===== config.mk =====
export PLATFORM = sky130hd
export DESIGN_NAME = mii_phy_datapath
export DESIGN_NICKNAME = d
export VERILOG_FILES = /design/src/verilog/phy_lat_pkg.sv /design/src/verilog/mii_phy_datapath.sv /design/src/verilog/bt_timer.sv /design/src/verilog/nib_buf.sv
export SDC_FILE = /design/constraint.sdc
export NUM_CORES = 1
export LEC_CHECK = 0
export BUFFER_PORTS_ARGS = -buffer_cell sky130_fd_sc_hd__buf_2
export CORE_UTILIZATION = 55
export CTS_BUF_LIST = sky130_fd_sc_hd__clkbuf_16
export DETAILED_ROUTE_END_ITERATION = 8
export PLACE_DENSITY = 0.73
export SLEW_MARGIN = 20
export SYNTH_ARGS = -nofsm -noshare
export SYNTH_HDL_FRONTEND = slang
export SYNTH_HIERARCHICAL = 1
export SYNTH_SLANG_ARGS = --single-unit

===== constraint.sdc =====
create_clock -name clock -period 2.9 [get_ports clock]
set_clock_uncertainty 0.05 [all_clocks]
set_input_delay 0.435 -clock clock [delete_from_list [all_inputs] [get_ports clock]]
set_output_delay 0.435 -clock clock [all_outputs]
set_load 0.02 [all_outputs]

===== src/verilog/phy_lat_pkg.sv =====
// Summary of operation
// - 100M receive: CRS up 12-16 BT after J
// - 100M copper: CRS down 10-17 BT after T
// - 100M fiber: CRS down 16-22 BT after T
// - 100M: RX_DV data 3-5 BT after CRS
// - copper half duplex: COL up 16-22 BT after J
// - copper: COL down 17-20 BT after T
// - fiber: COL up 10-15 BT after J
// - fiber: COL down 14-18 BT after T
// - copper transmit: CRS up 20-24 BT
// - fiber transmit: CRS up 17-20 BT
// - copper transmit: CRS down 24-28 BT
// - fiber transmit: CRS down 22-24 BT
// - copper: first line symbol 5.3-5.7 BT
// - fiber: first line symbol 5-5.3 BT
// - 10M: line to receive data 4.2-6.6 BT
// - 10M: data and RX_DV 5-32 BT after CRS
// - 10M: CRS down 0.3-0.5 BT after RX_DV
// - 10M: CRS up 2-28 BT after activity
// - 10M: CRS down 6-10 BT after quiet
// - 10M half duplex: COL up 1-31 BT
// - 10M: COL down 5-10 BT after quiet
// - delays counted in 10 or 100 ns bits
`default_nettype none
package phy_lat_pkg;
  // ---------------------------------------------------------------
  // clock and bit times
  // ---------------------------------------------------------------
  localparam int CLK_NS = 10;
  localparam int BT_100_NS = 10;
  localparam int BT_10_NS = 100;
  localparam int CPB_100 = BT_100_NS / CLK_NS;
  localparam int CPB_10 = BT_10_NS / CLK_NS;
  localparam int PATH_LAT_CYC = 5; // sync, edge and output flops
  localparam int TMR_W = 10;
  // ---------------------------------------------------------------
  // target delays in bit times, or in clock cycles for the CYC ones
  // ---------------------------------------------------------------
  localparam int RX_CRS_ON_BT = 14;
  localparam int RX_CRS_OFF_CU_BT = 13;
  localparam int RX_CRS_OFF_FX_BT = 19;
  localparam int RX_DV_ON_BT = 3;
  localparam int COL_ON_CU_BT = 19;
  localparam int COL_OFF_CU_BT = 18;
  localparam int COL_ON_FX_BT = 12;
  localparam int COL_OFF_FX_BT = 16;
  localparam int TX_CRS_ON_CU_BT = 22;
  localparam int TX_CRS_ON_FX_BT = 18;
  localparam int TX_CRS_OFF_CU_BT = 26;
  localparam int TX_CRS_OFF_FX_BT = 23;
  localparam int TX_LAT_CU_CYC = 6;
  localparam int TX_LAT_FX_CYC = 5;
  localparam int RX10_CRS_ON_BT = 15;
  localparam int RX10_DV_ON_BT = 10;
  localparam int RX10_DV_OFF_BT = 8;
  localparam int RX10_CRS_TAIL_CYC = 4;
  localparam int COL10_ON_BT = 16;
  localparam int COL10_OFF_BT = 7;
  localparam int TX10_CRS_ON_BT = 2;
  localparam int TX10_CRS_OFF_BT = 1;
  // ---------------------------------------------------------------
  // timer slots
  // ---------------------------------------------------------------
  localparam int N_TMR = 8;
  localparam int T_CRS_ON = 0;
  localparam int T_RX_OFF = 1;
  localparam int T_DV_ON = 2;
  localparam int T_TAIL = 3;
  localparam int T_COL_ON = 4;
  localparam int T_COL_OFF = 5;
  localparam int T_TX_ON = 6;
  localparam int T_TX_OFF = 7;
  localparam int TX_PIPE_D = 8;
  localparam int FIFO_DEPTH = 2;
endpackage
`default_nettype wire


===== src/verilog/mii_phy_datapath.sv =====
`default_nettype none
module mii_phy_datapath (
  input wire logic clock,
  input wire logic rst,
  input wire logic link_clk,
  input wire logic mode_10m,
  input wire logic mode_fiber,
  input wire logic full_duplex,
  input wire logic [3:0] txd,
  input wire logic tx_en,
  input wire logic tx_er,
  output logic [3:0] rxd,
  output logic rx_dv,
  output logic rx_er,
  output logic crs,
  output logic col,
  input wire logic line_rx_in,
  input wire logic line_rx_j,
  input wire logic line_rx_t,
  input wire logic [3:0] line_rx_nib,
  input wire logic line_rx_strobe,
  input wire logic line_rx_err,
  output logic line_rx_ready,
  output logic [3:0] line_tx_out,
  output logic line_tx_en,
  output logic line_tx_er
);
  // ---------------------------------------------------------------
  // types
  // ---------------------------------------------------------------
  typedef struct packed {
    logic lclk;
    logic act;
    logic j;
    logic t;
    logic stb;
    logic err;
    logic tx_en;
    logic tx_er;
    logic [3:0] txd;
    logic [3:0] nib;
    logic m10;
    logic fx;
    logic fdx;
  } pin_t;

  typedef struct packed {
    pin_t s1;
    pin_t s2;
    pin_t s3;
    logic tx_en_q;
    logic tx_er_q;
    logic [3:0] txd_q;
    logic [phy_lat_pkg::TX_PIPE_D-1:0][5:0] pipe;
    logic [3:0] line_tx_out;
    logic line_tx_en;
    logic line_tx_er;
    logic rx_car;
    logic tx_car;
    logic dv_open;
    logic [3:0] rxd;
    logic rx_dv;
    logic rx_dv_d;
    logic rx_er;
    logic crs;
    logic col;
    logic line_rx_ready;
  } st_t;

  st_t s_ff, nxt_s;

  localparam int TW = phy_lat_pkg::TMR_W;
  localparam int NT = phy_lat_pkg::N_TMR;

  logic [NT-1:0] t_start;
  logic [NT-1:0] t_cancel;
  logic [NT-1:0][TW-1:0] t_load;
  logic [NT-1:0] t_done;

  logic lrise, lfall, act_rise, act_fall, j_rise, t_rise, stb_rise;
  logic rx_start, rx_end, txen_rise, txen_fall, m10, fx, fdx;
  logic buf_in_ready, buf_out_valid, buf_pop;
  logic [4:0] buf_out;

  // ---------------------------------------------------------------
  // bit-time to cycle conversion
  // ---------------------------------------------------------------
  // cycles for a delay in bit times, less the fixed path latency
  function automatic logic [TW-1:0] cyc(input int bt, input logic slow);
    int c;
    c = bt * (slow ? phy_lat_pkg::CPB_10 : phy_lat_pkg::CPB_100);
    c = c - phy_lat_pkg::PATH_LAT_CYC;
    if (c < 1) begin
      c = 1;
    end
    return TW'(c);
  endfunction

  // ---------------------------------------------------------------
  // edge and event decode from synchronised pins
  // ---------------------------------------------------------------
  // pin edges are taken between second and third stage only; transmit enable edges from the sampled tx_en_q
  assign m10 = s_ff.s2.m10;
  assign fx = s_ff.s2.fx;
  assign fdx = s_ff.s2.fdx;
  assign lrise = s_ff.s2.lclk & ~s_ff.s3.lclk;
  assign lfall = ~s_ff.s2.lclk & s_ff.s3.lclk;
  assign act_rise = s_ff.s2.act & ~s_ff.s3.act;
  assign act_fall = ~s_ff.s2.act & s_ff.s3.act;
  assign j_rise = s_ff.s2.j & ~s_ff.s3.j;
  assign t_rise = s_ff.s2.t & ~s_ff.s3.t;
  assign stb_rise = s_ff.s2.stb & ~s_ff.s3.stb;
  assign rx_start = m10 ? act_rise : j_rise;
  assign rx_end = m10 ? act_fall : t_rise;
  assign txen_rise = nxt_s.tx_en_q & ~s_ff.tx_en_q;
  assign txen_fall = ~nxt_s.tx_en_q & s_ff.tx_en_q;
  assign buf_pop = lfall & s_ff.dv_open & buf_out_valid;

  // ---------------------------------------------------------------
  // delay timers
  // ---------------------------------------------------------------
  // start, cancel and load of each delay slot
  always_comb begin
    t_start = '0;
    t_cancel = '0;
    t_load = '0;
    // carrier on from J or activity
    t_start[phy_lat_pkg::T_CRS_ON] = rx_start;
    t_cancel[phy_lat_pkg::T_CRS_ON] = rx_end;
    t_load[phy_lat_pkg::T_CRS_ON] = m10 ?
      cyc(phy_lat_pkg::RX10_CRS_ON_BT, 1'b1) :
      cyc(phy_lat_pkg::RX_CRS_ON_BT, 1'b0);
    // carrier or data window off from T or quiet
    t_start[phy_lat_pkg::T_RX_OFF] = rx_end;
    t_cancel[phy_lat_pkg::T_RX_OFF] = rx_start;
    if (m10) begin
      t_load[phy_lat_pkg::T_RX_OFF] =
        cyc(phy_lat_pkg::RX10_DV_OFF_BT, 1'b1);
    end else if (fx) begin
      t_load[phy_lat_pkg::T_RX_OFF] =
        cyc(phy_lat_pkg::RX_CRS_OFF_FX_BT, 1'b0);
    end else begin
      t_load[phy_lat_pkg::T_RX_OFF] =
        cyc(phy_lat_pkg::RX_CRS_OFF_CU_BT, 1'b0);
    end
    // data window opens after carrier
    t_start[phy_lat_pkg::T_DV_ON] = t_done[phy_lat_pkg::T_CRS_ON];
    t_cancel[phy_lat_pkg::T_DV_ON] = rx_end;
    t_load[phy_lat_pkg::T_DV_ON] = m10 ?
      cyc(phy_lat_pkg::RX10_DV_ON_BT, 1'b1) :
      cyc(phy_lat_pkg::RX_DV_ON_BT, 1'b0);
    // slow mode carrier tail after data valid falls
    t_start[phy_lat_pkg::T_TAIL] = m10 & s_ff.rx_dv_d & ~s_ff.rx_dv;
    t_cancel[phy_lat_pkg::T_TAIL] = rx_start;
    t_load[phy_lat_pkg::T_TAIL] =
      TW'(phy_lat_pkg::RX10_CRS_TAIL_CYC);
    // collision on while transmitting half duplex
    t_start[phy_lat_pkg::T_COL_ON] = rx_start & s_ff.tx_en_q & ~fdx;
    t_cancel[phy_lat_pkg::T_COL_ON] = rx_end;
    if (m10) begin
      t_load[phy_lat_pkg::T_COL_ON] =
        cyc(phy_lat_pkg::COL10_ON_BT, 1'b1);
    end else if (fx) begin
      t_load[phy_lat_pkg::T_COL_ON] =
        cyc(phy_lat_pkg::COL_ON_FX_BT, 1'b0);
    end else begin
      t_load[phy_lat_pkg::T_COL_ON] =
        cyc(phy_lat_pkg::COL_ON_CU_BT, 1'b0);
    end
    // collision off from T or quiet
    t_start[phy_lat_pkg::T_COL_OFF] = rx_end;
    t_cancel[phy_lat_pkg::T_COL_OFF] = rx_start;
    if (m10) begin
      t_load[phy_lat_pkg::T_COL_OFF] =
        cyc(phy_lat_pkg::COL10_OFF_BT, 1'b1);
    end else if (fx) begin
      t_load[phy_lat_pkg::T_COL_OFF] =
        cyc(phy_lat_pkg::COL_OFF_FX_BT, 1'b0);
    end else begin
      t_load[phy_lat_pkg::T_COL_OFF] =
        cyc(phy_lat_pkg::COL_OFF_CU_BT, 1'b0);
    end
    // transmit carrier on and off from sampled enable
    t_start[phy_lat_pkg::T_TX_ON] = txen_rise;
    t_cancel[phy_lat_pkg::T_TX_ON] = txen_fall;
    t_start[phy_lat_pkg::T_TX_OFF] = txen_fall;
    t_cancel[phy_lat_pkg::T_TX_OFF] = txen_rise;
    if (m10) begin
      t_load[phy_lat_pkg::T_TX_ON] = cyc(phy_lat_pkg::TX10_CRS_ON_BT, 1'b1);
      t_load[phy_lat_pkg::T_TX_OFF] =
        cyc(phy_lat_pkg::TX10_CRS_OFF_BT, 1'b1);
    end else if (fx) begin
      t_load[phy_lat_pkg::T_TX_ON] =
        cyc(phy_lat_pkg::TX_CRS_ON_FX_BT, 1'b0);
      t_load[phy_lat_pkg::T_TX_OFF] =
        cyc(phy_lat_pkg::TX_CRS_OFF_FX_BT, 1'b0);
    end else begin
      t_load[phy_lat_pkg::T_TX_ON] =
        cyc(phy_lat_pkg::TX_CRS_ON_CU_BT, 1'b0);
      t_load[phy_lat_pkg::T_TX_OFF] =
        cyc(phy_lat_pkg::TX_CRS_OFF_CU_BT, 1'b0);
    end
  end

  // one timer per delay slot
  for (genvar i = 0; i < NT; i++) begin : g_tmr
    bt_timer #(
      .W(TW)
    ) u_tmr (
      .clock(clock),
      .rst(rst),
      .start(t_start[i]),
      .cancel(t_cancel[i]),
      .load(t_load[i]),
      .done(t_done[i])
    );
  end

  // ---------------------------------------------------------------
  // receive nibble buffer
  // ---------------------------------------------------------------
  // holds line nibbles until a falling link clock while the data window is open
  nib_buf #(
    .W(5),
    .DEPTH(phy_lat_pkg::FIFO_DEPTH)
  ) u_buf (
    .clock(clock),
    .rst(rst),
    .in_valid(stb_rise),
    .in_ready(buf_in_ready),
    .in_data({s_ff.s2.err, s_ff.s2.nib}),
    .out_valid(buf_out_valid),
    .out_ready(buf_pop),
    .out_data(buf_out)
  );

  // ---------------------------------------------------------------
  // state update
  // ---------------------------------------------------------------
  // pin sync, transmit sample and pipe, carrier and receive outputs
  always_comb begin
    nxt_s = s_ff;
    nxt_s.s1 = {link_clk, line_rx_in, line_rx_j, line_rx_t,
                line_rx_strobe, line_rx_err, tx_en, tx_er, txd,
                line_rx_nib, mode_10m, mode_fiber, full_duplex};
    nxt_s.s2 = s_ff.s1;
    nxt_s.s3 = s_ff.s2;
    nxt_s.line_rx_ready = buf_in_ready;
    // transmit inputs taken on the rising link clock
    if (lrise) begin
      nxt_s.tx_en_q = s_ff.s2.tx_en;
      nxt_s.tx_er_q = s_ff.s2.tx_er;
      nxt_s.txd_q = s_ff.s2.txd;
    end
    // line output delay line, tapped per medium
    nxt_s.pipe = {s_ff.pipe[phy_lat_pkg::TX_PIPE_D-2:0],
                  {nxt_s.tx_en_q, nxt_s.tx_er_q, nxt_s.txd_q}};
    if (fx) begin
      {nxt_s.line_tx_en, nxt_s.line_tx_er, nxt_s.line_tx_out} =
        s_ff.pipe[phy_lat_pkg::TX_LAT_FX_CYC - 2];
    end else begin
      {nxt_s.line_tx_en, nxt_s.line_tx_er, nxt_s.line_tx_out} =
        s_ff.pipe[phy_lat_pkg::TX_LAT_CU_CYC - 2];
    end
    // transmit carrier
    if (t_done[phy_lat_pkg::T_TX_ON]) begin
      nxt_s.tx_car = 1'b1;
    end else if (t_done[phy_lat_pkg::T_TX_OFF]) begin
      nxt_s.tx_car = 1'b0;
    end
    // receive carrier and data window
    if (t_done[phy_lat_pkg::T_CRS_ON]) begin
      nxt_s.rx_car = 1'b1;
    end
    if (t_done[phy_lat_pkg::T_DV_ON]) begin
      nxt_s.dv_open = 1'b1;
    end
    if (t_done[phy_lat_pkg::T_RX_OFF]) begin
      nxt_s.dv_open = 1'b0;
      if (!m10 || !s_ff.rx_dv) begin
        nxt_s.rx_car = 1'b0;
      end
    end
    if (t_done[phy_lat_pkg::T_TAIL]) begin
      nxt_s.rx_car = 1'b0;
    end
    // collision
    if (t_done[phy_lat_pkg::T_COL_ON]) begin
      nxt_s.col = 1'b1;
    end else if (t_done[phy_lat_pkg::T_COL_OFF] || fdx) begin
      nxt_s.col = 1'b0;
    end
    nxt_s.crs = nxt_s.rx_car | (nxt_s.tx_car & ~fdx);
    // receive outputs change on the falling link clock
    nxt_s.rx_dv_d = s_ff.rx_dv;
    if (lfall) begin
      if (buf_pop) begin
        nxt_s.rx_dv = 1'b1;
        nxt_s.rxd = buf_out[3:0];
        nxt_s.rx_er = buf_out[4];
      end else if (!s_ff.dv_open) begin
        nxt_s.rx_dv = 1'b0;
        nxt_s.rx_er = 1'b0;
        nxt_s.rxd = 4'h0;
      end
    end
  end

  always_ff @(posedge clock) begin
    if (rst) begin
      s_ff <= '0;
    end else begin
      s_ff <= nxt_s;
    end
  end

  // ---------------------------------------------------------------
  // outputs
  // ---------------------------------------------------------------
  assign rxd = s_ff.rxd;
  assign rx_dv = s_ff.rx_dv;
  assign rx_er = s_ff.rx_er;
  assign crs = s_ff.crs;
  assign col = s_ff.col;
  assign line_rx_ready = s_ff.line_rx_ready;
  assign line_tx_out = s_ff.line_tx_out;
  assign line_tx_en = s_ff.line_tx_en;
  assign line_tx_er = s_ff.line_tx_er;
endmodule // mii_phy_datapath
`default_nettype wire


===== src/verilog/bt_timer.sv =====
`default_nettype none
module bt_timer #(
  parameter int W = 10
) (
  input wire logic clock,
  input wire logic rst,
  input wire logic start,
  input wire logic cancel,
  input wire logic [W-1:0] load,
  output logic done
);
  typedef struct packed {
    logic busy;
    logic [W-1:0] cnt;
    logic done;
  } tmr_t;
  tmr_t s_ff, nxt_s;

  if (W < 2) begin : g_bad_w
    $error("bt_timer: W too small");
  end

  // load on start, count down, pulse done at the end
  always_comb begin
    nxt_s = s_ff;
    nxt_s.done = 1'b0;
    if (start) begin
      nxt_s.busy = 1'b1;
      nxt_s.cnt = load;
    end else if (cancel) begin
      nxt_s.busy = 1'b0;
    end else if (s_ff.busy) begin
      if (s_ff.cnt <= W'(1)) begin
        nxt_s.busy = 1'b0;
        nxt_s.done = 1'b1;
      end else begin
        nxt_s.cnt = s_ff.cnt - W'(1);
      end
    end
  end

  always_ff @(posedge clock) begin
    if (rst) begin
      s_ff <= '0;
    end else begin
      s_ff <= nxt_s;
    end
  end

  assign done = s_ff.done;
endmodule // bt_timer
`default_nettype wire


===== src/verilog/nib_buf.sv =====
`default_nettype none
module nib_buf #(
  parameter int W = 5,
  parameter int DEPTH = 2
) (
  input wire logic clock,
  input wire logic rst,
  input wire logic in_valid,
  output logic in_ready,
  input wire logic [W-1:0] in_data,
  output logic out_valid,
  input wire logic out_ready,
  output logic [W-1:0] out_data
);
  localparam int AW = (DEPTH > 1) ? $clog2(DEPTH) : 1;
  typedef struct packed {
    logic [DEPTH-1:0][W-1:0] mem;
    logic [AW-1:0] wp;
    logic [AW-1:0] rp;
    logic [AW:0] cnt;
  } buf_t;
  buf_t s_ff, nxt_s;
  logic push, pop;

  if (DEPTH < 2 || (DEPTH & (DEPTH - 1)) != 0) begin : g_bad_d
    $error("nib_buf: DEPTH must be a power of two, at least 2");
  end

  // flag and data views of the storage
  assign in_ready = s_ff.cnt != (AW+1)'(DEPTH);
  assign out_valid = s_ff.cnt != '0;
  assign out_data = s_ff.mem[s_ff.rp];
  assign push = in_valid & in_ready;
  assign pop = out_valid & out_ready;

  // write at wp, read at rp, count tracks fill
  always_comb begin
    nxt_s = s_ff;
    if (push) begin
      nxt_s.mem[s_ff.wp] = in_data;
      nxt_s.wp = s_ff.wp + AW'(1);
    end
    if (pop) begin
      nxt_s.rp = s_ff.rp + AW'(1);
    end
    if (push && !pop) begin
      nxt_s.cnt = s_ff.cnt + (AW+1)'(1);
    end else if (pop && !push) begin
      nxt_s.cnt = s_ff.cnt - (AW+1)'(1);
    end
  end

  always_ff @(posedge clock) begin
    if (rst) begin
      s_ff <= '0;
    end else begin
      s_ff <= nxt_s;
    end
  end
endmodule // nib_buf
`default_nettype wire


Yosys cells after proc, flatten, opt, wreduce, memory -nomap -nowiden
Index checks and enable logic that the tools add are counted.
{ "word_totals": {"romBits": 0, "elab_cells": 291, "mem_count": 0, "regBits": 208, "input_bits": 21, "out_inout_bits": 15, "mem_bits_rw": 0, "latch_bits": 0} }
{ "op_classes": {"mul": 0, "div": 0, "n_reduce_logical": 40, "eq_ne": 17, "shifts": 0, "order_cmp": 11, "n_mux": 89, "bitwise": 40, "n_addsub": 12} }
{ "ops": {"columns": ["op", "count"], "rows": [
  ["$mux W11", 16],
  ["$mux W12", 8],
  ["$le A10 B1 Y1 const B", 8],
  ["$mux W10", 8],
  ["$sub A10 B1 Y10 const B", 8],
  ["$mux W1", 36],
  ["$reduce_or A4 Y1", 8],
  ["$reduce_and A3 Y1", 9],
  ["$mux W5", 5],
  ["$reduce_bool A2 Y1", 11],
  ["$mux W7", 3],
  ["$not A1 Y1", 21],
  ["$and A1 B1 Y1", 18],
  ["$ne A2 B2 Y1 const B", 9],
  ["$mux W8", 2],
  ["$ne A2 B1 Y1 const B", 8],
  ["$mux W15", 1],
  ["$mux W13", 1],
  ["$mux W6", 2],
  ["$bwmux W10", 1],
  ["$mux W3", 2],
  ["$demux W5 S1", 1],
  ["$logic_not A1 Y1", 4],
  ["$lt A1 B2 Y1 const B", 2],
  ["other kinds (11)", 17]
]} }

Longest topological paths before layout
Gate-level depths: netlist of the first run.
{ "logic_depth": {"ltp_word": 8, "depth_mapped": 7, "mapped_depth_nobuf": 7} }

By module
Netlist of the first run, hierarchy kept.
{ "modules_own_cells": {"columns": ["module", "seq_area_each_um2", "n_inst", "cells_per_inst", "area_each_um2"], "rows": [
  ["bt_timer", 240.2, 8, 91, 762.0],
  ["mii_phy_datapath", 1841.8, 1, 256, 2824.0],
  ["nib_buf", 280.3, 1, 71, 676.9]
]} }

Worst setup path after synthesis of the first run
No wires, ideal clock.
{ "synth_timing": {"path_kind": "reg2reg", "startpoint": "register s_ff (netlist bit m10)", "endpoint": "register g_tmr[4].u_tmr/s_ff[4] (netlist bit)", "setup_ns": 0.122, "t_required_ns": 2.728, "path_buffers": 1, "path_slack_ns": 0.554, "period_less_slack_ns": 2.346, "stages_incl_launch_ff": 6, "arrival_ns": 2.174, "cell_sequence": "dfxtp_1 o32ai_1 and3b_1 clkbuf_1 nor3_1 a311o_1"} }
{ "synth_via": {"elab_chain_cells": 5, "elab_cells_between_ends": 10, "classes_between": "2 x eq/ne; 4 x mux; 2 x bitwise; 2 x reduce/logical"} }
{ "synth_rtl": {"columns": ["item", "line_no", "rtl"], "rows": [
  ["from (decl)", "mii_phy_datapath.sv:70", "st_t s_ff, nxt_s;"],
  ["from (signal assigned)", "mii_phy_datapath.sv:313", "s_ff <= nxt_s;"],
  ["$mux W1 *", "mii_phy_datapath.sv:113", "assign rx_start = m10 ? act_rise : j_rise;"],
  ["net rx_start", "mii_phy_datapath.sv:81", "logic rx_start, rx_end, txen_rise, txen_fall, m10, fx, fdx;"],
  ["$and A1 B1 Y1 * (2 in a row)", "mii_phy_datapath.sv:158", "t_start[phy_lat_pkg::T_COL_ON] = rx_start & s_ff.tx_en_q & ~fdx;"],
  ["net t_start[4]", "mii_phy_datapath.sv:75", "logic [NT-1:0] t_start;"],
  ["$ne A2 B1 Y1 (no source line) / $reduce_bool A2 Y1 (equally long branches)", null, null],
  ["$reduce_and A3 Y1 (no source line)", null, null],
  ["to (signal assigned)", "bt_timer.sv:46", "s_ff <= nxt_s;"],
  ["to (decl)", "bt_timer.sv:17", "tmr_t s_ff, nxt_s;"]
]} }
The timed path passes the listed nets; every way through them passes the cells marked *.
A chain may end at the register's enable or synchronous reset.

Final worst setup path of the first run
{ "layout_timing": {"startpoint": "register s_ff (netlist bit m10)", "endpoint": "register g_tmr[5].u_tmr/s_ff[5] (netlist bit)"} }
{ "layout_via": {"elab_chain_cells": 3, "elab_cells_between_ends": 7, "classes_between": "2 x eq/ne; 3 x mux; 2 x reduce/logical"} }
{ "layout_rtl": {"columns": ["item", "line_no", "rtl"], "rows": [
  ["$mux W1 *", "mii_phy_datapath.sv:114", "assign rx_end = m10 ? act_fall : t_rise;"],
  ["net rx_end", "mii_phy_datapath.sv:81", null],
  ["$ne A2 B2 Y1 (no source line) (tied with other cells)", null, null],
  ["$reduce_and A3 Y1 (no source line)", null, null],
  ["to (signal assigned)", "bt_timer.sv:46", null],
  ["to (decl)", "bt_timer.sv:17", null]
]} }
Marked as above.

==> results of run 1 <==
## Yosys cell counts, types with 9 or more instances
cell         n  area share [%]
a2111oi_0   16             1.5
a21oi_1     67             3.5
a311o_1     24             2.5
and4b_1      9            0.94
clkbuf_1    39             1.5
dfxtp_1    202              42
ha_1        17             2.2
inv_1       46             1.8
mux2i_1     27             2.8
nand2_1     56             2.2
nand2b_1    22             1.4
nand3_1     32             1.7
nand3b_1     9            0.70
nor2_1      80             3.1
nor2b_1     84             5.5
nor3_1      33             1.7
nor4_1      32             2.1
nor4_2      16             2.1
o21ai_0     38             2.0
or3_1       25             1.6
## routing by layer
layer / share of wire, % / up-vias / wire (um) / global-route usage (%)
met1: 49 / 3619 / 9560 / 31.3
met4: 1.3 / 0 / 255 / 4.87
li1: - / 3981 / - / -
met5: 0 / - / 0 / 0
met2: 45 / 196 / 8870 / 35.7
met3: 4.9 / 23 / 956 / 2.99
## worst reg2reg max path, stage by stage, from the launching register on
cell and delay [ns]:
dfxtp_1 0.38, inv_1 0.10, nand2_1 0.06, o21ai_2 0.66
buf_4 0.31, inv_1 0.23, nand3_1 0.25, nor4_1 0.07
a311o_1 0.32
## state kept, by name (all words and copies together), names as in the netlist, 4 cells and up
signal            cells
s_ff                 13
line_tx_out           4
u_buf/s_ff           14
g_tmr.u_tmr/done      8
nxt_s                61
rxd                   4
g_tmr.u_tmr/s_ff     88
## cell families (layout without fill, tap and decap cells)
| group | after synthesis | count (layout) | share of synthesized area, % |
|---|---|---|---|
| other | 2 | 51 | 0.0783 |
| muxes | 32 | 32 | 3.40 |
| DFF | 202 | 202 | 42.1 |
| AOI/OAI and AO/OA | 226 | 226 | 17.2 |
| and+or+nand+nor | 472 | 472 | 30.3 |
| adders and majority gates | 17 | 17 | 2.22 |
| buffers and inverters | 101 | 138 | 4.35 |
| xor gates and xnor gates | 3 | 3 | 0.274 |
## power by group through the flow
| stage | registers [uW] | clock network, uW | logic [uW] |
|---|---|---|---|
| floorplan | 2960 | 0 | 450 |
| global placement | 2980 | 0 | 565 |
| detailed placement | 2990 | 0 | 571 |
| CTS | 2920 | 2540 | 575 |
| global route | 2940 | 2660 | 646 |
| finish | 2930 | 2460 | 580 |
## through the flow
step	power, uW	hold slack [ns]	area (sq um)	setup WS, ns
final	5970	0.0919	10800	0.349
after floorplan	3410	0.363	9780	0.554
after CTS	6040	0.0744	10800	0.377
after global routing	6240	0.0701	10800	0.113
after detailed placement	3560	0.374	10100	0.392
after global placement	3550	0.366	10100	0.491
## worst max-delay path by stage
stage                     from                endpoint  slack (ns)
after global placement     m10  g_tmr[5].u_tmr/s_ff[5]        0.49
after global routing       m10  g_tmr[5].u_tmr/s_ff[5]        0.11
after CTS                  m10  g_tmr[5].u_tmr/s_ff[5]        0.38
after floorplan            m10  g_tmr[4].u_tmr/s_ff[4]        0.55
final                      m10  g_tmr[5].u_tmr/s_ff[5]        0.35
after detailed placement   m10  g_tmr[5].u_tmr/s_ff[5]        0.39
## area by class of cell
| cell class | count | area [sq um] | area share [%] |
|---|---|---|---|
| clock inverters | 17 | 87.6 | 0.812 |
| repair buffers | 52 | 322 | 2.98 |
| clock buffers | 22 | 551 | 5.10 |
| inverters | 47 | 176 | 1.64 |
| flip-flops and latches | 202 | 4040 | 37.5 |
| multi-input cells | 801 | 5330 | 49.4 |
| well taps | 220 | 275 | 2.55 |
==> flow_metrics.tcl, run 1 <==
set metrics [dict create \
    clock-root-buffer "clkbuf_16" \
    yosysUniqueCellTypes 56 \
    crit_cells 8 \
    post_drt_wl_per_cell_um 14.4 \
    drt_iter0_markers 381 \
    design.core.area_sq_um 16800 \
    grt_pass1_wl_mm 33.5 \
    holdPathStages 2 \
    synth_flop_cell "dfxtp_1" \
    grt_max_degree 67 \
    chipHeight_um 134 \
    grt_usage_pct 22.1 \
    die_area_sq_um 18000 \
    fill_cells 1424 \
    pin_count 36 \
    clk_latency_ns 0.50 \
    crit_buf_inv 3 \
    synthArstFlopShare_pct 0 \
    p_seq_share_pct 49.0 \
    drc 0 \
    syn_inst 1055 \
    setup_violations 0 \
    p_int_uw 4470 \
    cpPeakStageDelay_ns 0.66 \
    gp_congestion 0.859 \
    p_sw_share_pct 25.1 \
    critPathSlowestCell "o21ai_2" \
    final_common_cell "dfxtp_1" \
    combPwrFrac_pct 9.7 \
    dr.pass1.iters 5 \
    ys_seq_elements 202 \
    nNetsFinal 1164 \
    synth_edf_count 0 \
    cts.hold.buffers_added 0 \
    mostFrequentLayoutCells "dfxtp_1, nor2b_1, nor2_1" \
    fin_cells 1361 \
    antenna_found_initial 0 \
    crit_chain "inv_1, nand2_1, o21ai_2, buf_4, inv_1, nand3_1, nor4_1, a311o_1" \
    dieWidth_um 134 \
    cp_common_cell "inv_1" \
    fin_tns_setup_ns 0 \
    diodes 0 \
    clock_sinks 202 \
    r2r_setup_slack_ns 0.35 \
    ys_seq_area_share_pct 42.1 \
    powerDensity_nw_per_um2 553 \
    drive_gt1_share_pct 14.0 \
    syn_area_sq_um 9600 \
    path_delay_family "compound AO/OA/AOI/OAI gates" \
    ir_worst_vdd_v 0.000502 \
    start_util_pct 57.1 \
    avgViaCountPerCell 5.75 \
    worst_slew_pin_slew_ns 0.853 \
    status "completed" \
    postCtsSetupBuffers 0 \
    worst-path-max-fanout 22 \
    grt_overflow 0 \
    min_from "mode_fiber" \
    drv_cap 0 \
    slew_headroom_pct 43.1 \
    worstPathRequired_ns 3.23 \
    worstSetupEndpointType "flop" \
    pwr-share-clk_pct 41.3 \
    syn2layout_area_growth_pct 12.4 \
    cts_buffer_depth 3 \
    grt_pass1_vias 7049 \
    critPathArrivalTime_ns 2.88 \
    yosysWarnings 6 \
    cts-buffers-inserted 22 \
    reg2reg_to "g_tmr[5].u_tmr/s_ff[5]" \
    grt_setup_unrepaired "false" \
    drv_slew 0 \
    dp_cells 1322 \
    final_hold_viol_count 0 \
    port_buffers 35 \
    hp-class "in -> reg" \
    start_kind "flop" \
    path_class "reg -> reg" \
    post-route-period-util_pct 88.0 \
    min_to "nxt_s[93]" \
    clk_pin_slew_worst_paths_ns 0.06 \
    worst_r2r_startpoint "m10" \
    place_hpwl_mm 13.0 \
    via_count 7819 \
    cts-resized-gates 0 \
    final_util_pct 64.1 \
    fmax_ghz 0.392 \
    worstRegToRegCells 8 \
    cts_tree "yes" \
    rows 47 \
    cts_max_level 1 \
    min_period_ns 2.55 \
    ant_nets 0 \
    p_leak_uw 0.00404 \
    synth.avg_cell_area_sq_um 9.10 \
    wl_mm 19.6 \
    p_switching_uw 1500 \
]
Power figures use the tool's default switching activity.
==> run 2: changes to the inputs <==
Clock period 2.9 ns to 2.6 ns, I/O delays scaled along.
==> flow_metrics.tcl, run 2 (synthesis results as in run 1) <==
set metrics [dict create \
    clock_sinks 202 \
    grt_overflow 0 \
    postCtsSetupBuffers 0 \
    regArea_sq_um 4040 \
    place_hpwl_mm 13.3 \
    grt_pass1_vias 7283 \
    setup_violations 0 \
    worstSetupEndpointType "flop" \
    fin_area_sq_um 10900 \
    pwr-share-clk_pct 43.0 \
    drt_iter0_markers 564 \
    start_kind "flop" \
    rows 47 \
    critPathArrivalTime_ns 2.53 \
    final_common_cell "dfxtp_1" \
    worst-path-max-fanout 24 \
    avgViaCountPerCell 5.79 \
    p_switching_uw 1680 \
    drc 0 \
    via_count 7920 \
    combPwrFrac_pct 9.5 \
    drive_gt1_share_pct 14.6 \
    fill_cells 1414 \
    diodes 0 \
    p_seq_share_pct 47.5 \
    multi_input_area_sq_um 5330 \
    nNetsFinal 1171 \
    clk_latency_ns 0.51 \
    path_class "reg -> reg" \
    pin_count 36 \
    grt_pass1_wl_mm 34.3 \
    mostFrequentLayoutCells "dfxtp_1, nor2b_1, nor2_1" \
    ant_nets 0 \
    fmax_ghz 0.460 \
    fin_tns_setup_ns 0 \
    drv_cap 0 \
    drv_slew 0 \
    post_drt_wl_per_cell_um 14.5 \
    reg2reg_to "g_tmr[4].u_tmr/s_ff[10]" \
    grt_max_degree 48 \
    cts_buffer_depth 3 \
    min_period_ns 2.17 \
    final_hold_viol_count 0 \
    design.core.area_sq_um 16800 \
    p_leak_uw 0.00410 \
    whs_ns 0.0384 \
    antenna_found_initial 0 \
    cts-resized-gates 0 \
    p_sw_share_pct 24.4 \
    cts_max_level 1 \
    worst_r2r_startpoint "m10" \
    totalPowerFinal_uw 6870 \
    endpoint "g_tmr[4].u_tmr/s_ff[10]" \
    slew_headroom_pct 65.1 \
    critPathLaunch "m10" \
    status "completed" \
    clk_pin_slew_worst_paths_ns 0.06 \
    cts_tree "yes" \
    syn2layout_area_growth_pct 13.4 \
    p_int_uw 5190 \
    ir_worst_vdd_v 0.000505 \
    worstRegToRegCells 8 \
    largest_register_ffs 88 \
    grt_setup_unrepaired "false" \
    fin_cells 1367 \
    cts-buffers-inserted 22 \
    cts.hold.buffers_added 0 \
    post-route-period-util_pct 83.6 \
    place_area_sq_um 10200 \
    dp_cells 1329 \
    worstPathRequired_ns 2.96 \
    r2r_setup_slack_ns 0.43 \
    port_buffers 35 \
    grt_usage_pct 22.6 \
    clock-root-buffer "clkbuf_16" \
    wl_mm 19.8 \
    chipHeight_um 134 \
    worst_slew_pin_slew_ns 0.523 \
    powerDensity_nw_per_um2 631 \
    die_area_sq_um 18000 \
    top_register "g_tmr.u_tmr/s_ff" \
    dr.pass1.iters 5 \
    hp-class "in -> reg" \
    start_util_pct 57.1 \
    dieWidth_um 134 \
    gp_congestion 0.860 \
]
[run 2: cell types whose count changed in the layout (fill, tap and decap cells not counted), sizes merged]
cell    change
inv         -2
clkinv      -1
bufinv      +2
buf         +7
[run 2: area by class of cell]
class | instances | share of cell area (%)
Sequential cell | 202 | 37.1
Inverter | 47 | 1.62
Timing Repair Buffer | 59 | 3.44
Multi-Input combinational cell | 801 | 49.0
Clock buffer | 22 | 5.06
Tap cell | 220 | 2.53
Clock inverter | 16 | 1.24
[run 2: per-layer routing]
| metal | track usage [%] | wire, um | share of wire (%) | vias to the layer above |
|---|---|---|---|---|
| met4 | 6.24 | 419 | 2.1 | 0 |
| met5 | 0 | 0 | 0 | - |
| met1 | 31.4 | 9440 | 48 | 3671 |
| met2 | 36.6 | 8970 | 45 | 208 |
| met3 | 3.25 | 986 | 5.0 | 31 |
| li1 | - | - | - | 4010 |
[run 2: worst min path at each step]
stage                        start         to  slack [ns]  depth (start not counted)
3_3_place_gp             nxt_s[32]  nxt_s[38]        0.37                          1
2_1_floorplan  g_tmr[4].u_tmr/done        col        0.36                          2
4_1_cts             line_rx_nib[3]  nxt_s[98]        0.03                          2
5_1_grt             line_rx_nib[3]  nxt_s[98]        0.03                          2
6_report            line_rx_nib[3]  nxt_s[98]        0.04                          2
3_5_place_dp            nxt_s[110]  nxt_s[91]        0.37                          1
[run 2: power by group through the flow]
| stage | registers, uW | logic [uW] | clock network (uW) |
|---|---|---|---|
| global placement | 3330 | 638 | 0 |
| floorplan | 3300 | 502 | 0 |
| global route | 3270 | 727 | 3150 |
| detailed placement | 3330 | 642 | 0 |
| finish | 3260 | 651 | 2950 |
| CTS | 3260 | 646 | 3020 |
[run 2: worst max-delay path, cell delays in order (launching register included)]
cell	delay (ns)
dfxtp_1	0.43
inv_1	0.09
nand2_1	0.08
o21ai_2	0.05
buf_4	0.21
nor2b_1	0.41
nand4_1	0.18
or3_1	0.33
a311oi_1	0.25
[run 2: through the flow]
stage	util (%)	setup slack, ns
final	64.7	0.427
after global routing	64.7	0.240
after CTS	64.7	0.471
after detailed placement	60.6	0.465
after global placement	60.6	0.560
after floorplan	-	0.254
==> run 3: changes to the inputs <==
Clock period 2.6 ns to 2.1 ns, I/O delays scaled along.
==> flow_metrics.tcl, run 3 (synthesis results as in run 1) <==
set metrics [dict create \
    p_leak_uw 0.00422 \
    antenna_found_initial 0 \
    cts-buffers-inserted 22 \
    critPathArrivalTime_ns 2.30 \
    final_util_pct 66.4 \
    dp_cells 1343 \
    powerDensity_nw_per_um2 759 \
    dieWidth_um 134 \
    grt_max_degree 48 \
    final_common_cell "dfxtp_1" \
    start_util_pct 57.1 \
    syn2layout_area_growth_pct 16.3 \
    dr.pass1.iters 5 \
    hp-class "in -> reg" \
    drv_cap 0 \
    timing.final.ws_setup_ns 0.107 \
    grt_pass1_vias 7401 \
    diodes 0 \
    ant_nets 0 \
    fmax_ghz 0.502 \
    cts_tree "yes" \
    largest_register_ffs 88 \
    start_kind "flop" \
    post-route-period-util_pct 94.9 \
    worstPathRequired_ns 2.40 \
    clk_latency_ns 0.49 \
    nNetsFinal 1199 \
    pin_count 36 \
    port_buffers 35 \
    drv_slew 0 \
    clock-root-buffer "clkbuf_16" \
    crit_chain "inv_1, ha_1, o21ba_2, a2111oi_0, a31oi_1, nor4b_2" \
    drive_gt1_share_pct 15.7 \
    final_hold_viol_count 0 \
    mostFrequentLayoutCells "dfxtp_1, nor2b_1, nor2_1" \
    post_drt_wl_per_cell_um 15.0 \
    crit_buf_inv 1 \
    clk_pin_slew_worst_paths_ns 0.06 \
    design.core.area_sq_um 16800 \
    setup_violations 0 \
    worst_slew_pin_slew_ns 0.503 \
    drc 0 \
    path_class "reg -> reg" \
    worst-path-max-fanout 8 \
    grt_overflow 0 \
    fill_cells 1410 \
    place_area_sq_um 10300 \
    cts_max_level 1 \
    die_area_sq_um 18000 \
    regArea_sq_um 4050 \
    slew_headroom_pct 66.5 \
    ir_worst_vdd_v 0.000630 \
    avgViaCountPerCell 5.77 \
    cpPeakStageDelay_ns 0.47 \
    grt_pass1_wl_mm 35.9 \
    status "completed" \
    fin_area_sq_um 11200 \
    fin_cells 1395 \
    clock_sinks 202 \
    postCtsSetupBuffers 0 \
    multi_input_area_sq_um 5350 \
    cts_buffer_depth 3 \
    worstSetupEndpointType "flop" \
    pre_cts_slack_ns 0.109 \
    rows 47 \
    critPathSlowestCell "a2111oi_0" \
    min_period_ns 1.99 \
    place_hpwl_mm 13.9 \
    path_delay_family "compound AO/OA/AOI/OAI gates" \
    gp_congestion 0.856 \
    drt_iter0_markers 547 \
    via_count 8048 \
    wl_mm 20.9 \
    top_register "g_tmr.u_tmr/s_ff" \
    grt_usage_pct 23.7 \
    chipHeight_um 134 \
]
==> run 3: power breakdown <==
group	switching, uW	leakage (uW)	internal, uW	total [uW]
Clock	1480	0.000338	2090	3570
Combinational	491	0.00224	367	858
Sequential	104	0.00164	3940	4040
==> run 3: per-stage QoR <==
stage	hold slack [ns]	total power (uW)	setup TNS [ns]
floorplan	0.343	4710	0
global placement	0.367	4920	0
detailed placement	0.374	4930	0
CTS	0.00604	8530	0
global route	0.0224	8830	-0.00531
finish	0.0223	8470	0
==> run 3: final timing paths <==
check / end / slack (ns) / cells past startpoint / from
worst max-delay path: g_tmr[1].u_tmr/s_ff[1] / 0.11 / 6 / g_tmr[1].u_tmr/s_ff[1]
worst min-delay path: nxt_s[93] / 0.02 / 2 / mode_fiber
worst max register to register: g_tmr[1].u_tmr/s_ff[1] / 0.11 / 6 / g_tmr[1].u_tmr/s_ff[1]
worst min register to register: s_ff[69] / 0.38 / 2 / nxt_s[82]
==> run 3: what timing repair did <==
action                                 CTS  global route
gates resized for setup                  0             9
setup endpoints to repair                0             7
endpoints found under the hold margin   14             0
hold buffers                            14             0
==> run 3: layout make-up <==
cell class,instances,share of cell area (%)
inverters,47,1.58
multi-input cells,801,48.0
well taps,220,2.47
flip-flops and latches,202,36.2
clock inverters,15,0.829
clock buffers,23,5.16
repair buffers,87,5.77
==> run 3: per-layer routing <==
layer	part of all wire, %	wire length, um	vias up	track usage (%)
met5	0	0	-	0
met1	48	10000	3751	33.4
met3	4.9	1030	25	3.36
li1	-	-	4059	-
met4	1.4	302	0	5.43
met2	46	9590	213	38.3
